--- src/inc/sssh_pkg.sv ---
// Notes on behaviour
// - Refuse serial accesses while supply is low
// - Select backup SRAM supply during power fail
// - One shared data line, clocked by host
// - Interrupt high while flag and enable set
// - Interrupt works on main or backup power
// - Low byte select when both enables low
// - High byte select when both enables low
// - Missing strobe before timeout forces reset
// - Reset low on supply, watchdog, powerup, button
// - Debounced button gives at least 250 ms reset
// - Serial, strobe and button inputs disabled until powerup delay elapses
// - Supply low drives reset low immediately
// - Hold reset 250 ms after supply returns
// - Each transfer opens with a command byte
// - Bits 0-6 address, bit 7 write when set
// - Supervisor timing from 32.768 kHz crystal base; crystal loss timed in sys_clk cycles
package sssh_pkg;
  localparam int unsigned SYS_CLK_HZ = 100_000_000;
  localparam int unsigned XTAL_HZ = 32_768;
  localparam int unsigned POWERUP_HOLD_MS = 250;
  localparam int unsigned BUTTON_PULSE_MS = 250;
  localparam int unsigned POWERUP_HOLD_TICKS = (XTAL_HZ * POWERUP_HOLD_MS) / 1000;
  localparam int unsigned BUTTON_PULSE_TICKS = (XTAL_HZ * BUTTON_PULSE_MS + 999) / 1000;
  localparam int unsigned DEBOUNCE_TICKS = 16'h0100;
  localparam int unsigned WATCHDOG_TICKS = 32'h0000_8000;
  localparam int unsigned CMD_DIR_BIT = 7;
  localparam int unsigned FIFO_DEPTH = 16;
  localparam int unsigned XTAL_LOSS_CYCLES = (SYS_CLK_HZ / XTAL_HZ) * 4;
  localparam logic [8:0] SYNC_IDLE = 9'h030;

  typedef struct packed {
    logic write;
    logic [6:0] addr;
  } sssh_cmd_s;

  typedef enum logic [1:0] {
    SSSH_IDLE = 2'b00,
    SSSH_CMD = 2'b01,
    SSSH_DATA = 2'b11,
    SSSH_DONE = 2'b10
  } sssh_state_e;
endpackage : sssh_pkg

--- src/rtl/sssh_top.sv ---
`timescale 1ns/10ps
module sssh_fifo #(
  parameter int unsigned WIDTH = 8,
  parameter int unsigned DEPTH = 16
) (
  input wire logic sys_clk,
  input wire logic reset,
  input wire logic in_valid,
  output logic in_ready,
  input wire logic [WIDTH-1:0] in_data,
  output logic out_valid,
  input wire logic out_ready,
  output logic [WIDTH-1:0] out_data
);
  localparam int unsigned AW = $clog2(DEPTH);
  initial
  begin
    if (DEPTH < 2 || (1 << AW) != DEPTH) $error("sssh_fifo depth must be a power of two");
    if (WIDTH < 1) $error("sssh_fifo width must be at least one");
  end
  logic [WIDTH-1:0] mem [DEPTH];
  // Extra pointer bit tells full from empty
  logic [AW:0] wp_r, wp_nxt;
  logic [AW:0] rp_r, rp_nxt;
  logic full, empty;
  assign full = (wp_r[AW] != rp_r[AW]) && (wp_r[AW-1:0] == rp_r[AW-1:0]);
  assign empty = wp_r == rp_r;
  assign in_ready = !full;
  assign out_valid = !empty;
  assign out_data = mem[rp_r[AW-1:0]];
  always_comb
  begin
    wp_nxt = wp_r;
    rp_nxt = rp_r;
    if (in_valid && !full) wp_nxt = wp_r + 1'b1;
    if (out_ready && !empty) rp_nxt = rp_r + 1'b1;
  end
  always_ff @(posedge sys_clk)
  begin
    if (in_valid && !full) mem[wp_r[AW-1:0]] <= in_data;
    if (reset)
    begin
      wp_r <= '0;
      rp_r <= '0;
    end
    else
    begin
      wp_r <= wp_nxt;
      rp_r <= rp_nxt;
    end
  end
endmodule : sssh_fifo

////////////////////////////////////////////////////////////////////////
module sssh_top import sssh_pkg::*; #(
  parameter int unsigned WDOG_TICKS = WATCHDOG_TICKS,
  parameter int unsigned PU_TICKS = POWERUP_HOLD_TICKS,
  parameter int unsigned BTN_TICKS = BUTTON_PULSE_TICKS,
  parameter int unsigned DEB_TICKS = DEBOUNCE_TICKS
) (
  input wire logic sys_clk,
  input wire logic reset,
  input wire logic xtal_in,
  input wire logic supply_low,
  input wire logic power_fail,
  output logic backup_select,
  input wire logic watchdog_strobe_n,
  input wire logic reset_pin_in,
  output logic reset_pin_out,
  output logic reset_pin_oe,
  input wire logic alarm_flag,
  input wire logic alarm_enable,
  output logic interrupt,
  input wire logic ram_enable_in_n,
  input wire logic low_byte_enable_n,
  input wire logic high_byte_enable_n,
  output logic ram_low_select_n,
  output logic ram_high_select_n,
  input wire logic serial_clk,
  input wire logic serial_cs,
  input wire logic serial_data_in,
  output logic serial_data_out,
  output logic serial_data_oe,
  output logic cmd_valid,
  output logic [7:0] cmd_byte,
  output logic rx_valid,
  input wire logic rx_ready,
  output logic [7:0] rx_data,
  input wire logic [7:0] read_data
);
  initial
  begin
    if (WDOG_TICKS < 2 || PU_TICKS < 2 || BTN_TICKS < 2 || DEB_TICKS < 2) $error("sssh_top counts too small");
  end

  ////////////////////////////////////////////////////////////////////////
  // Synchronisers
  localparam int unsigned NS = 9;
  logic [NS-1:0] raw, s1_r, s2_r;
  assign raw = {xtal_in, supply_low, power_fail, watchdog_strobe_n, reset_pin_in,
                serial_clk, serial_cs, serial_data_in, alarm_flag};
  always_ff @(posedge sys_clk)
  begin
    if (reset)
    begin
      s1_r <= SYNC_IDLE;
      s2_r <= SYNC_IDLE;
    end
    else
    begin
      s1_r <= raw;
      s2_r <= s1_r;
    end
  end
  logic x_s, slow_s, pf_s, st_s, rpin_s, sck_s, cs_s, sdi_s, alm_s;
  assign {x_s, slow_s, pf_s, st_s, rpin_s, sck_s, cs_s, sdi_s, alm_s} = s2_r;

  ////////////////////////////////////////////////////////////////////////
  // Crystal tick and supervisor timers
  logic x_d_r, tick;
  logic [31:0] pu_r, pu_nxt;
  logic [31:0] wd_r, wd_nxt;
  logic [31:0] btn_r, btn_nxt;
  logic [31:0] deb_r, deb_nxt;
  logic [15:0] xl_r, xl_nxt;
  logic st_d_r, strobe_fall, enabled, btn_low, xtal_lost;
  assign tick = x_s && !x_d_r;
  // No crystal edge for too long reloads the powerup hold
  assign xtal_lost = xl_r == 16'(XTAL_LOSS_CYCLES);
  assign strobe_fall = st_d_r && !st_s;
  assign enabled = pu_r == '0;
  // Own drive of the pin is not a button press
  assign btn_low = !rpin_s && !reset_pin_oe;
  always_comb
  begin
    pu_nxt = pu_r;
    wd_nxt = wd_r;
    btn_nxt = btn_r;
    deb_nxt = deb_r;
    xl_nxt = xl_r;
    if (tick) xl_nxt = '0;
    else if (!xtal_lost) xl_nxt = xl_r + 1'b1;
    if (slow_s || xtal_lost) pu_nxt = PU_TICKS;
    else if (tick && pu_r != '0) pu_nxt = pu_r - 1'b1;
    if (!enabled || strobe_fall || wd_r == '0) wd_nxt = WDOG_TICKS;
    else if (tick) wd_nxt = wd_r - 1'b1;
    if (!btn_low || !enabled) deb_nxt = '0;
    else if (tick && deb_r != DEB_TICKS) deb_nxt = deb_r + 1'b1;
    if (deb_r == DEB_TICKS && btn_r == '0) btn_nxt = BTN_TICKS;
    else if (tick && btn_r != '0) btn_nxt = btn_r - 1'b1;
  end
  always_ff @(posedge sys_clk)
  begin
    if (reset)
    begin
      x_d_r <= 1'b0;
      st_d_r <= 1'b1;
      pu_r <= PU_TICKS;
      wd_r <= WDOG_TICKS;
      btn_r <= '0;
      deb_r <= '0;
      xl_r <= '0;
    end
    else
    begin
      x_d_r <= x_s;
      st_d_r <= st_s;
      pu_r <= pu_nxt;
      wd_r <= wd_nxt;
      btn_r <= btn_nxt;
      deb_r <= deb_nxt;
      xl_r <= xl_nxt;
    end
  end

  // Open-drain reset pin: drive low or release
  logic rst_act;
  assign rst_act = slow_s || !enabled || wd_r == '0 || btn_r != '0;
  assign reset_pin_out = 1'b0;
  assign reset_pin_oe = rst_act;
  assign backup_select = pf_s;
  assign interrupt = alm_s && alarm_enable;
  assign ram_low_select_n = !(!ram_enable_in_n && !low_byte_enable_n);
  assign ram_high_select_n = !(!ram_enable_in_n && !high_byte_enable_n);

  ////////////////////////////////////////////////////////////////////////
  // Serial link
  sssh_state_e st_r, st_nxt;
  logic [7:0] sh_r, sh_nxt;
  logic [7:0] tx_r, tx_nxt;
  logic [2:0] bc_r, bc_nxt;
  sssh_cmd_s cmd_r, cmd_nxt;
  logic sck_d_r, rise, fall;
  logic link_ok, push;
  logic oe_r, oe_nxt;
  logic [7:0] push_data;
  logic fifo_ready;
  assign rise = sck_s && !sck_d_r;
  assign fall = !sck_s && sck_d_r;
  assign link_ok = cs_s && enabled && !slow_s;
  always_comb
  begin
    st_nxt = st_r;
    sh_nxt = sh_r;
    bc_nxt = bc_r;
    cmd_nxt = cmd_r;
    tx_nxt = tx_r;
    oe_nxt = oe_r;
    push = 1'b0;
    push_data = sh_r;
    cmd_valid = 1'b0;
    if (!link_ok)
    begin
      st_nxt = SSSH_IDLE;
      oe_nxt = 1'b0;
      bc_nxt = '0;
    end
    else
    begin
      case (st_r)
        SSSH_IDLE:
        begin
          st_nxt = SSSH_CMD;
          bc_nxt = '0;
        end
        SSSH_CMD:
        begin
          if (rise)
          begin
            sh_nxt = {sdi_s, sh_r[7:1]};
            bc_nxt = bc_r + 1'b1;
            if (bc_r == 3'd7)
            begin
              cmd_nxt = sssh_cmd_s'({sdi_s, sh_r[7:1]});
              cmd_valid = 1'b1;
              st_nxt = SSSH_DATA;
              tx_nxt = read_data;
            end
          end
        end
        SSSH_DATA:
        begin
          oe_nxt = !cmd_r.write;
          if (rise && cmd_r.write)
          begin
            sh_nxt = {sdi_s, sh_r[7:1]};
            bc_nxt = bc_r + 1'b1;
            if (bc_r == 3'd7)
            begin
              push = 1'b1;
              push_data = {sdi_s, sh_r[7:1]};
              if (!fifo_ready) st_nxt = SSSH_DONE;
            end
          end
          else if (fall && !cmd_r.write && oe_r)
          begin
            tx_nxt = {1'b0, tx_r[7:1]};
          end
        end
        // Full FIFO: ignore rest until select drops
        SSSH_DONE: st_nxt = SSSH_DONE;
        default: st_nxt = SSSH_IDLE;
      endcase
    end
  end
  always_ff @(posedge sys_clk)
  begin
    if (reset)
    begin
      st_r <= SSSH_IDLE;
      sh_r <= '0;
      bc_r <= '0;
      cmd_r <= '0;
      tx_r <= '0;
      oe_r <= 1'b0;
      sck_d_r <= 1'b0;
      cmd_byte <= '0;
    end
    else
    begin
      st_r <= st_nxt;
      sh_r <= sh_nxt;
      bc_r <= bc_nxt;
      cmd_r <= cmd_nxt;
      tx_r <= tx_nxt;
      oe_r <= oe_nxt;
      sck_d_r <= sck_s;
      if (cmd_valid) cmd_byte <= {cmd_nxt.write, cmd_nxt.addr};
    end
  end
  assign serial_data_out = tx_r[0];
  assign serial_data_oe = oe_r;

  sssh_fifo #(.WIDTH(8), .DEPTH(FIFO_DEPTH)) u_fifo (
    .sys_clk(sys_clk),
    .reset(reset),
    .in_valid(push),
    .in_ready(fifo_ready),
    .in_data(push_data),
    .out_valid(rx_valid),
    .out_ready(rx_ready),
    .out_data(rx_data)
  );
endmodule : sssh_top

--- config.mk ---
export PLATFORM = sky130hd
export DESIGN_NAME = sssh_top
export DESIGN_NICKNAME = d
export VERILOG_FILES = /design/src/inc/sssh_pkg.sv /design/src/rtl/sssh_top.sv
export SDC_FILE = /design/constraint.sdc
export NUM_CORES = 1
export LEC_CHECK = 0
export BUFFER_PORTS_ARGS = -buffer_cell sky130_fd_sc_hd__buf_4
export CORE_MARGIN = 5
export CORE_UTILIZATION = 40
export DETAILED_ROUTE_END_ITERATION = 8
export GPL_TIMING_DRIVEN = 1
export PLACE_DENSITY = 0.59
export SLEW_MARGIN = 20
export SYNTH_ARGS = -nofsm -noshare
export SYNTH_HDL_FRONTEND = slang
export SYNTH_SLANG_ARGS = --single-unit
--- constraint.sdc ---
create_clock -name sys_clk -period 3.3 [get_ports sys_clk]
set_input_delay 0.165 -clock sys_clk [delete_from_list [all_inputs] [get_ports sys_clk]]
set_output_delay 0.165 -clock sys_clk [all_outputs]
set_load 0.02 [all_outputs]
==> impl_metrics.csv, run 1 <==
group,metric,value,unit
outcome,status,"finished clean",
yosys,synth_edf_count,128,
placed_design,place_inst,1818,
placed_design,placement.cell_area,0.0156,sq mm
sta,max_freq,316,MHz
sta,tightest_slew,742,ps
drt,vias,10200,
critical_path,cp_top_family,"simple AND/OR/NAND/NOR gates",
sta,setup_viol_count_final,0,
yosys,netlist_area,0.0146,sq mm
pwr,finalPower,11.6,mW
floorplan,pin_count,50,
floorplan,dieArea,0.0404,sq mm
yosys,synth_top_cells_by_area,"dfxtp_1 (29%), edfxtp_1 (26%), mux4_2 (6.2%)",
floorplan,die_w,201,microns
critical_path,critPathKind,"reg -> out",
drt,drt_first_pass_iters,5,
yosys,synth-seq-area-share,55.1,%
pwr,p_leak,5.90,nW
critical_path,cp.arrival,3000,ps
floorplan,die_h,201,microns
grt,overflow,0,
yosys,syn_inst,1330,
drt,routedWlPerCell,16.4,microns
placed_design,io_buffers,48,
yosys,yosys_warnings,0,
pwr,switchingPower,3.47,mW
pwr,pwr-share-seq,40.6,%
yosys,yosysUniqueCellTypes,61,
yosys,synth_nets,1371,
pwr,clkPwrFrac,37.3,%
critical_path,critPathBufInv,1,
worst_hold_path,holdPathStages,4,
critical_path,cpMaxStageDelayCell,"or4_1",
critical_path,cpPeakStageDelay,690,ps
cells_and_area,area_growth_syn_to_layout,16.7,%
drt,wl,31100,microns
yosys,synthArstFlopShare,0,%
yosys,synth_top_area_share,28.8,%
clock_network,cts_resized,0,
sta,min_period,3160,ps
cells_and_area,drive_above_1_share,16.1,%
sta,fin_skew,11.5,ps
floorplan,core_area,0.0363,sq mm
clock_network,cts_tree,"yes",
critical_path,cp_max_fo,9,
pwr,pwr-share-comb,22.1,%
critical_path,crit_path_frequent_cell,"or4_1",
pwr,internal_power,8.14,mW
clock_network,htree_levels,2,
grt,grtUsageTotal,15.3,%
placed_design,hpwl,20400,microns
cells_and_area,fill_cells,3338,
clock_network,numCtsBuffers,38,
sta,drv_slew,0,
pwr,switching_share,29.9,%
grt,antenna_found_initial,0,
pwr,power_density,682,mW/mm^2
cells_and_area,finalNonFillerCells,1898,
critical_path,crit_path_end_kind,"output pin",
drt,dr.first_iter.drc_count,530,
yosys,synth-main-ff-cell,"dfxtp_1",
placed_design,gp_congestion,0.801,
floorplan,initial_core_util,40.2,%
clock_network,clk_pin_slew,60,ps
clock_network,cts_root_buf,"clkbuf_16",
critical_path,critical_path_required,3130,ps
clock_network,clockBufferDepth,3,
clock_network,clk-insertion-delay-late,520,ps
sta,hold_viol_final,0,
run,max-cap-violations,0,
cells_and_area,final_area,0.0170,sq mm
drt,drc,0,
pwr,ir_drop,0.612,mV
yosys,synth_top_area_cell,"dfxtp_1",
cells_and_area,seq_area,0.00805,sq mm
critical_path,reg2reg_depth,6,
sta,finalCritPeriodShare,95.9,%
sta,max_slew_margin,50.3,%
grt,grt_pass1_vias,9986,
sta,rsz0062_at_grt,"no",
floorplan,rows,70,
cells_and_area,nets,1441,
cells_and_area,utilization,46.9,%
yosys,syn_avg_cell_area,11.0,sq um
drt,via_per_inst,5.40,
sta,setup_tns,0,ps
cells_and_area,diodes,0,
worst_hold_path,holdCritPathClass,"in -> reg",
drt,antenna_left,0,
yosys,synth-seq-cells,338,
grt,grt_max_degree,65,
clock_network,cts.sinks,338,
critical_path,cp-start-kind,"register",
cells_and_area,multi_input_area,0.00622,sq mm
critical_path,cp.depth,5,
critical_path,path_cells,"or4_1, or4_1, nor3b_2, o2111ai_1, buf_4",
grt,grt_pass1_wl,52200,microns
## per-stage QoR
step / hold WS [ps] / worst slack (ps)
global placement: 357 / 460
CTS: 14.7 / 103
finish: 43.6 / 137
floorplan: 269 / 280
global route: 42.3 / 31.3
detailed placement: 358 / 401
## routing by layer
metal  vias up  global-route usage [%]  routed length, microns
met3        34                    2.71                    1290
li1       5089                       -                       -
met1      4962                    21.5                   14600
met4         0                    3.66                     483
met2       156                    25.0                   14600
met5         -                       0                       0
## cell usage after synthesis (32+ instances only)
| library cell | instances |
|---|---|
| o21ai_0 | 39 |
| xnor2_1 | 45 |
| nand3_1 | 43 |
| edfxtp_1 | 128 |
| clkbuf_1 | 57 |
| xor2_1 | 32 |
| mux4_2 | 40 |
| a21oi_1 | 91 |
| dfxtp_1 | 210 |
| o31ai_1 | 39 |
| or4_1 | 55 |
| nor2_1 | 124 |
| or3_1 | 48 |
| nand2_1 | 80 |
## area by class of cell
cell class | count | area share, %
flip-flops and latches | 338 | 47.2
multi-input cells | 902 | 36.5
clock buffers | 62 | 7.25
repair buffers | 98 | 4.61
well taps | 468 | 3.44
clock inverters | 8 | 0.521
inverters | 22 | 0.485
## repair_timing
action,in CTS,in global routing
hold buffers,10,0
buffers inserted,0,0
hold endpoints to repair,10,0
## layout by cell type (no fill, tap or decap), drive strengths merged, types with 7 or more instances in the layout
cell / instances
nor2b: 21
ha: 17
mux4: 40
o21ai: 40
nor4: 33
or3: 50
nor3: 29
dlygate4sd3: 10
clkbuf: 62
nand4: 16
dfxtp: 210
o31ai: 39
mux2: 7
nand3: 43
a21oi: 91
and3: 18
and2: 7
xnor2: 45
xor2: 32
inv: 22
and4: 9
or2: 20
o211ai: 8
or4: 57
buf: 88
nand2: 80
nor2: 124
nand2b: 16
mux2i: 14
edfxtp: 128
## cell families (layout without fill, tap and decap cells)
| logic type | count (synthesis) | count (layout) | share of synthesized area (%) |
|---|---|---|---|
| xor+xnor | 77 | 77 | 4.62 |
| compound gates | 203 | 203 | 8.27 |
| simple gates | 543 | 543 | 20.5 |
| flops | 338 | 338 | 55.1 |
| buf+inv | 90 | 190 | 2.39 |
| fa+ha+maj | 17 | 17 | 1.46 |
| other cells | 1 | 1 | 0.0257 |
| mux | 61 | 61 | 7.67 |
## power groups by stage
| stage | Sequential [mW] | Combinational [mW] | Clock, mW |
|---|---|---|---|
| 2_1_floorplan | 4.74 | 2.04 | 0 |
| 3_3_place_gp | 4.78 | 2.51 | 0 |
| 3_5_place_dp | 4.80 | 2.55 | 0 |
| 4_1_cts | 4.71 | 2.57 | 4.47 |
| 5_1_grt | 4.73 | 2.83 | 4.64 |
| 6_report | 4.71 | 2.57 | 4.34 |
## worst min-delay path, stage by stage
cell and delay [ps]:
buf_4 120, o2111ai_1 100, xor2_1 70, nor2_1 70
## worst paths after layout
kind,from,to,slack (ps)
setup / recovery,btn_r[20],reset_pin_oe,140
hold / removal,rx_ready,u_fifo.rp_r[4],40
setup reg to reg,pu_r[12],u_fifo.mem[0][2],370
hold reg to reg,s1_r[4],s2_r[4],420
## sequential cells by signal, indices dropped and copies added, names as in the netlist, named ones only
signal / count
tx_r: 8
s2_r: 9
bc_r: 3
s1_r: 9
x_d_r: 1
st_r: 2
u_fifo.wp_r: 5
serial_data_oe: 1
st_d_r: 1
u_fifo.rp_r: 5
sh_r: 8
sck_d_r: 1
deb_r: 32
btn_r: 32
wd_r: 32
u_fifo.mem: 128
xl_r: 16
pu_r: 32
cmd_r: 1
cmd_byte: 8
(Power assumes the default switching activity.)
==> inputs of run 2 (changes only) <==
Settings changed: CORE_UTILIZATION 40 to 60, PLACE_DENSITY 0.59 to 0.81.
==> run 2 against run 1 <==
Compared with the run above:
- non-clock buffer count rose by 2
- design area fell by 2.1%
- clock power fell by 9.7%
- flip-flop and latch count did not move
- largest power group unchanged
- global-route usage rose by 7.6 points
- sequential power barely moved
- via count rose by 4.8%
- register-to-register slack barely moved
==> impl_metrics.csv, run 2 (synthesis gave the netlist of run 1 again) <==
group,metric,value,unit
cells_and_area,final_area,0.0167,sq mm
placed_design,gp_congestion,0.816,
sta,fin_skew,19.4,ps
drt,routedWlPerCell,18.5,microns
pwr,finalPower,11.2,mW
worst_hold_path,holdCritPathClass,"in -> reg",
pwr,ir_drop,0.695,mV
critical_path,cp_max_fo,8,
cells_and_area,largest_reg_flops,128,
drt,via_per_inst,6.13,
clock_network,htree_levels,2,
worst_hold_path,min_from,"rx_ready",
pwr,p_leak,5.82,nW
critical_path,cp-start-kind,"register",
critical_path,cpMaxStageDelayCell,"or4_1",
cells_and_area,drive_above_1_share,15.9,%
run,max-cap-violations,0,
drt,vias,10700,
cells_and_area,final_common_cell,"dfxtp_1",
drt,drt_first_pass_iters,5,
critical_path,r2r-start,"pu_r[12]",
grt,grt_pass1_vias,10300,
grt,antenna_found_initial,0,
drt,antenna_left,0,
sta,hold_viol_final,0,
critical_path,crit_path_end_kind,"output pin",
cells_and_area,final_cell_mix,"dfxtp_1 (209), edfxtp_1 (128), nor2_1 (124)",
drt,dr.first_iter.drc_count,1028,
critical_path,crit_start,"pu_r[12]",
sta,min_period,3150,ps
sta,rsz0062_at_grt,"no",
critical_path,critPathKind,"reg -> out",
grt,grt_pass1_wl,52900,microns
cells_and_area,nets,1440,
floorplan,initial_core_util,60.4,%
sta,tightest_slew,769,ps
critical_path,reg2reg_slack,360,ps
critical_path,path_cells,"or4_1, or4_1, nor3_2, buf_4, o2111ai_1, buf_4",
clock_network,post_cts_buffers,0,
drt,wl,32400,microns
outcome,status,"finished clean",
sta,setup_tns,0,ps
drt,drc,0,
clock_network,cts_tree,"yes",
placed_design,placement.cell_area,0.0154,sq mm
placed_design,io_buffers,48,
sta,max_freq,318,MHz
floorplan,die_w,166,microns
grt,grtUsageTotal,23.0,%
placed_design,hpwl,20600,microns
critical_path,critical_path_required,3130,ps
cells_and_area,seq_area,0.00805,sq mm
sta,setup_viol_count_final,0,
sta,finalCritPeriodShare,95.4,%
floorplan,die_h,166,microns
grt,overflow,0,
grt,grt_max_degree,65,
clock_network,cts-hold-fix-buffers,10,
clock_network,cts_resized,0,
floorplan,pin_count,50,
clock_network,numCtsBuffers,35,
cells_and_area,fill_cells,1628,
critical_path,cpPeakStageDelay,660,ps
floorplan,dieArea,0.0276,sq mm
critical_path,cp.arrival,2980,ps
cells_and_area,diodes,0,
pwr,power_density,671,mW/mm^2
sta,drv_slew,0,
floorplan,core_area,0.0242,sq mm
cells_and_area,area_growth_syn_to_layout,14.2,%
cells_and_area,multi_input_area,0.00622,sq mm
clock_network,clk_pin_slew,60,ps
sta,max_slew_margin,48.7,%
clock_network,clk-insertion-delay-late,520,ps
clock_network,cts.sinks,338,
floorplan,rows,57,
clock_network,clockBufferDepth,3,
clock_network,cts_root_buf,"clkbuf_16",
run 2: cell type report:
cell class | count | share of cell area (%)
Inverter | 22 | 0.495
Tap cell | 324 | 2.43
Sequential cell | 338 | 48.2
Multi-Input combinational cell | 902 | 37.3
Clock buffer | 49 | 6.10
Timing Repair Buffer | 100 | 4.65
Clock inverter | 15 | 0.817
run 2: report_power, final:
part | total [mW] | internal [mW] | switching (mW)
clock network | 3.92 | 2.32 | 1.60
logic | 2.57 | 0.931 | 1.64
registers | 4.71 | 4.51 | 0.206
run 2: final timing paths:
path	cells after the start	end
setup reg to reg	6	u_fifo.mem[15][2]
hold reg to reg	1	s2_r[4]
setup / recovery	6	reset_pin_oe
hold / removal	4	u_fifo.rp_r[4]
run 2: per-layer routing:
metal	up-vias	GRT usage (%)	wire length [microns]
met4	0	8.86	1160
met5	-	0	0
li1	5092	-	-
met3	93	3.90	1780
met2	342	39.3	16200
met1	5204	29.5	13300
run 2: stage by stage:
stage	setup WS, ps	cells	utilization (%)	hold WS (ps)
2_1_floorplan	280	1330	-	269
3_3_place_gp	499	1676	63.8	354
3_5_place_dp	416	1676	63.8	353
4_1_cts	164	1750	69.0	73.7
5_1_grt	29.1	1750	69.0	93.0
6_report	152	1750	69.0	86.2
run 2: worst max-delay path, delay by kind of cell, from the launching register on:
kind	cells	cell delay (ps)
DFF	1	350
and+or+nand+nor	3	1530
AOI/OAI and AO/OA	1	160
buffers and inverters	2	440
==> inputs of run 3 (changes only) <==
Settings changed: CORE_UTILIZATION 60 to 56, PLACE_DENSITY 0.81 to 0.8.
Clock period 3.3 ns to 2.7 ns, I/O delays scaled along.
==> run 3 against run 2 <==
Compared with the run above:
- the run now ends with setup timing left
- worst setup slack got worse by 240 ps
- critical path depth did not move
- flip-flop and latch count did not move
- clock skew rose by 2.6 ps
- power rose by 33%
- clock power rose by 31%
- design area rose by 4.8%
- cell count rose by 3.7%
- die area rose by 6.7%
- combinational power rose by 58%
==> impl_metrics.csv, run 3 (synthesis gave the netlist of run 1 again) <==
group,metric,value,unit
critical_path,cp_max_fo,5,
critical_path,reg2reg_slack,70,ps
clock_network,clockBufferDepth,3,
worst_hold_path,holdPathStages,4,
floorplan,pin_count,50,
sta,drv_slew,0,
sta,rsz0062_at_grt,"yes",
pwr,ir_drop,1.04,mV
floorplan,core_area,0.0258,sq mm
placed_design,hpwl,20300,microns
drt,drc,0,
placed_design,io_buffers,48,
grt,grt_pass1_wl,53300,microns
drt,routedWlPerCell,17.8,microns
drt,drt_first_pass_iters,6,
sta,min_period,2790,ps
grt,antenna_found_initial,0,
placed_design,gp_congestion,0.888,
floorplan,die_w,172,microns
drt,wl,32200,microns
drt,via_per_inst,5.97,
drt,dr.first_iter.drc_count,1058,
sta,fin_ws,-88.1,ps
critical_path,r2r_end,"wd_r[15]",
clock_network,clk-insertion-delay-late,520,ps
critical_path,reg2reg_depth,8,
sta,max_freq,359,MHz
cells_and_area,final_cell_mix,"dfxtp_1 (201), buf_4 (132), edfxtp_1 (128)",
grt,grt_pass1_vias,10500,
grt,grtUsageTotal,22.0,%
pwr,power_density,853,mW/mm^2
clock_network,numCtsBuffers,35,
grt,grt_max_degree,48,
cells_and_area,final_common_cell,"dfxtp_1",
clock_network,cts_root_buf,"clkbuf_16",
worst_hold_path,holdCritPathClass,"in -> reg",
sta,tightest_slew,720,ps
drt,vias,10800,
critical_path,cp.arrival,2650,ps
outcome,violations,"setup timing",
clock_network,clk_pin_slew,60,ps
cells_and_area,largest_reg_flops,128,
clock_network,cts.sinks,338,
cells_and_area,diodes,0,
cells_and_area,nets,1495,
critical_path,critical_path_required,2570,ps
cells_and_area,finalNonFillerCells,1815,
critical_path,cp-start-kind,"register",
critical_path,r2r-start,"pu_r[22]",
clock_network,htree_levels,2,
floorplan,rows,59,
sta,hold_viol_final,0,
sta,setup_viol_count_final,1,
floorplan,dieArea,0.0294,sq mm
sta,finalCritPeriodShare,103,%
pwr,p_leak,6.19,nW
cells_and_area,area_growth_syn_to_layout,19.7,%
clock_network,cts_tree,"yes",
floorplan,initial_core_util,56.5,%
placed_design,place_inst,1718,
cells_and_area,drive_above_1_share,21.4,%
grt,overflow,0,
sta,hold_slack,28.6,ps
sta,fin_skew,22.0,ps
critical_path,critPathKind,"reg -> out",
floorplan,die_h,172,microns
sta,max_slew_margin,51.9,%
outcome,status,"finished with violations",
critical_path,crit_path_end_kind,"output pin",
worst_hold_path,min_from,"rx_ready",
worst_hold_path,whs_endpoint,"u_fifo.rp_r[4]",
run,max-cap-violations,0,
drt,antenna_left,0,
==> run 3: what timing repair did <==
item,4_1_cts,5_1_grt
hold buffers,14,0
pin swaps,12,2
endpoints found under the hold margin,14,0
endpoints found under the setup margin,2,124
buffers inserted,17,4
cloned,0,0
resized for setup,28,14
==> run 3: through the flow <==
step	setup slack [ps]	instance area, sq um	power, mW	utilization, %	TNS [ps]
finish	-88.1	17500	14.9	67.7	-88.1
global route	-141	17500	15.7	67.7	-157
CTS	-6.46	17400	14.8	67.3	-6.46
detailed placement	62.1	15800	9.18	61.1	0
global placement	114	15800	9.09	61.1	0
floorplan	-3.22	14700	8.28	-	-103
==> run 3: critical path, cell delays in order (launching register included) <==
cell and delay [ps]:
dfxtp_1 370, or4_4 510, or4_4 560, nor3_4 250, buf_6 150, o2111ai_4 120, buf_6 160
==> run 3: worst max-delay path by stage <==
stage               slack [ps]  depth (start not counted)                end       from
finish                     -90                          6       reset_pin_oe   pu_r[22]
global route              -140                          6       reset_pin_oe   pu_r[22]
CTS                         -6                          5       reset_pin_oe  btn_r[12]
detailed placement          60                          6          deb_r[15]  btn_r[12]
global placement           110                          6           btn_r[8]  btn_r[12]
floorplan                   -3                          6  u_fifo.mem[12][0]   pu_r[12]
==> run 3: routing by layer <==
| metal | wire length, microns | global-route usage (%) | vias up |
|---|---|---|---|
| met4 | 702 | 5.13 | 0 |
| met3 | 1570 | 3.06 | 69 |
| met5 | 0 | 0 | - |
| met1 | 13500 | 28.7 | 5258 |
| met2 | 16500 | 39.2 | 306 |
| li1 | - | - | 5194 |
==> run 3: where the power goes <==
part	internal [mW]	leakage (nW)	switching, mW
Clock	3.14	0.609	1.99
Sequential	5.51	2.89	0.225
Combinational	1.75	2.69	2.31
Total	10.4	6.19	4.52
==> run 3: final cells by class <==
type	count	area, sq um
Multi-Input combinational cell	902	6380
Inverter	22	82.6
Tap cell	335	419
Clock buffer	46	968
Clock inverter	17	282
Timing Repair Buffer	155	1280
Sequential cell	338	8060
Fill cell	1839	8350
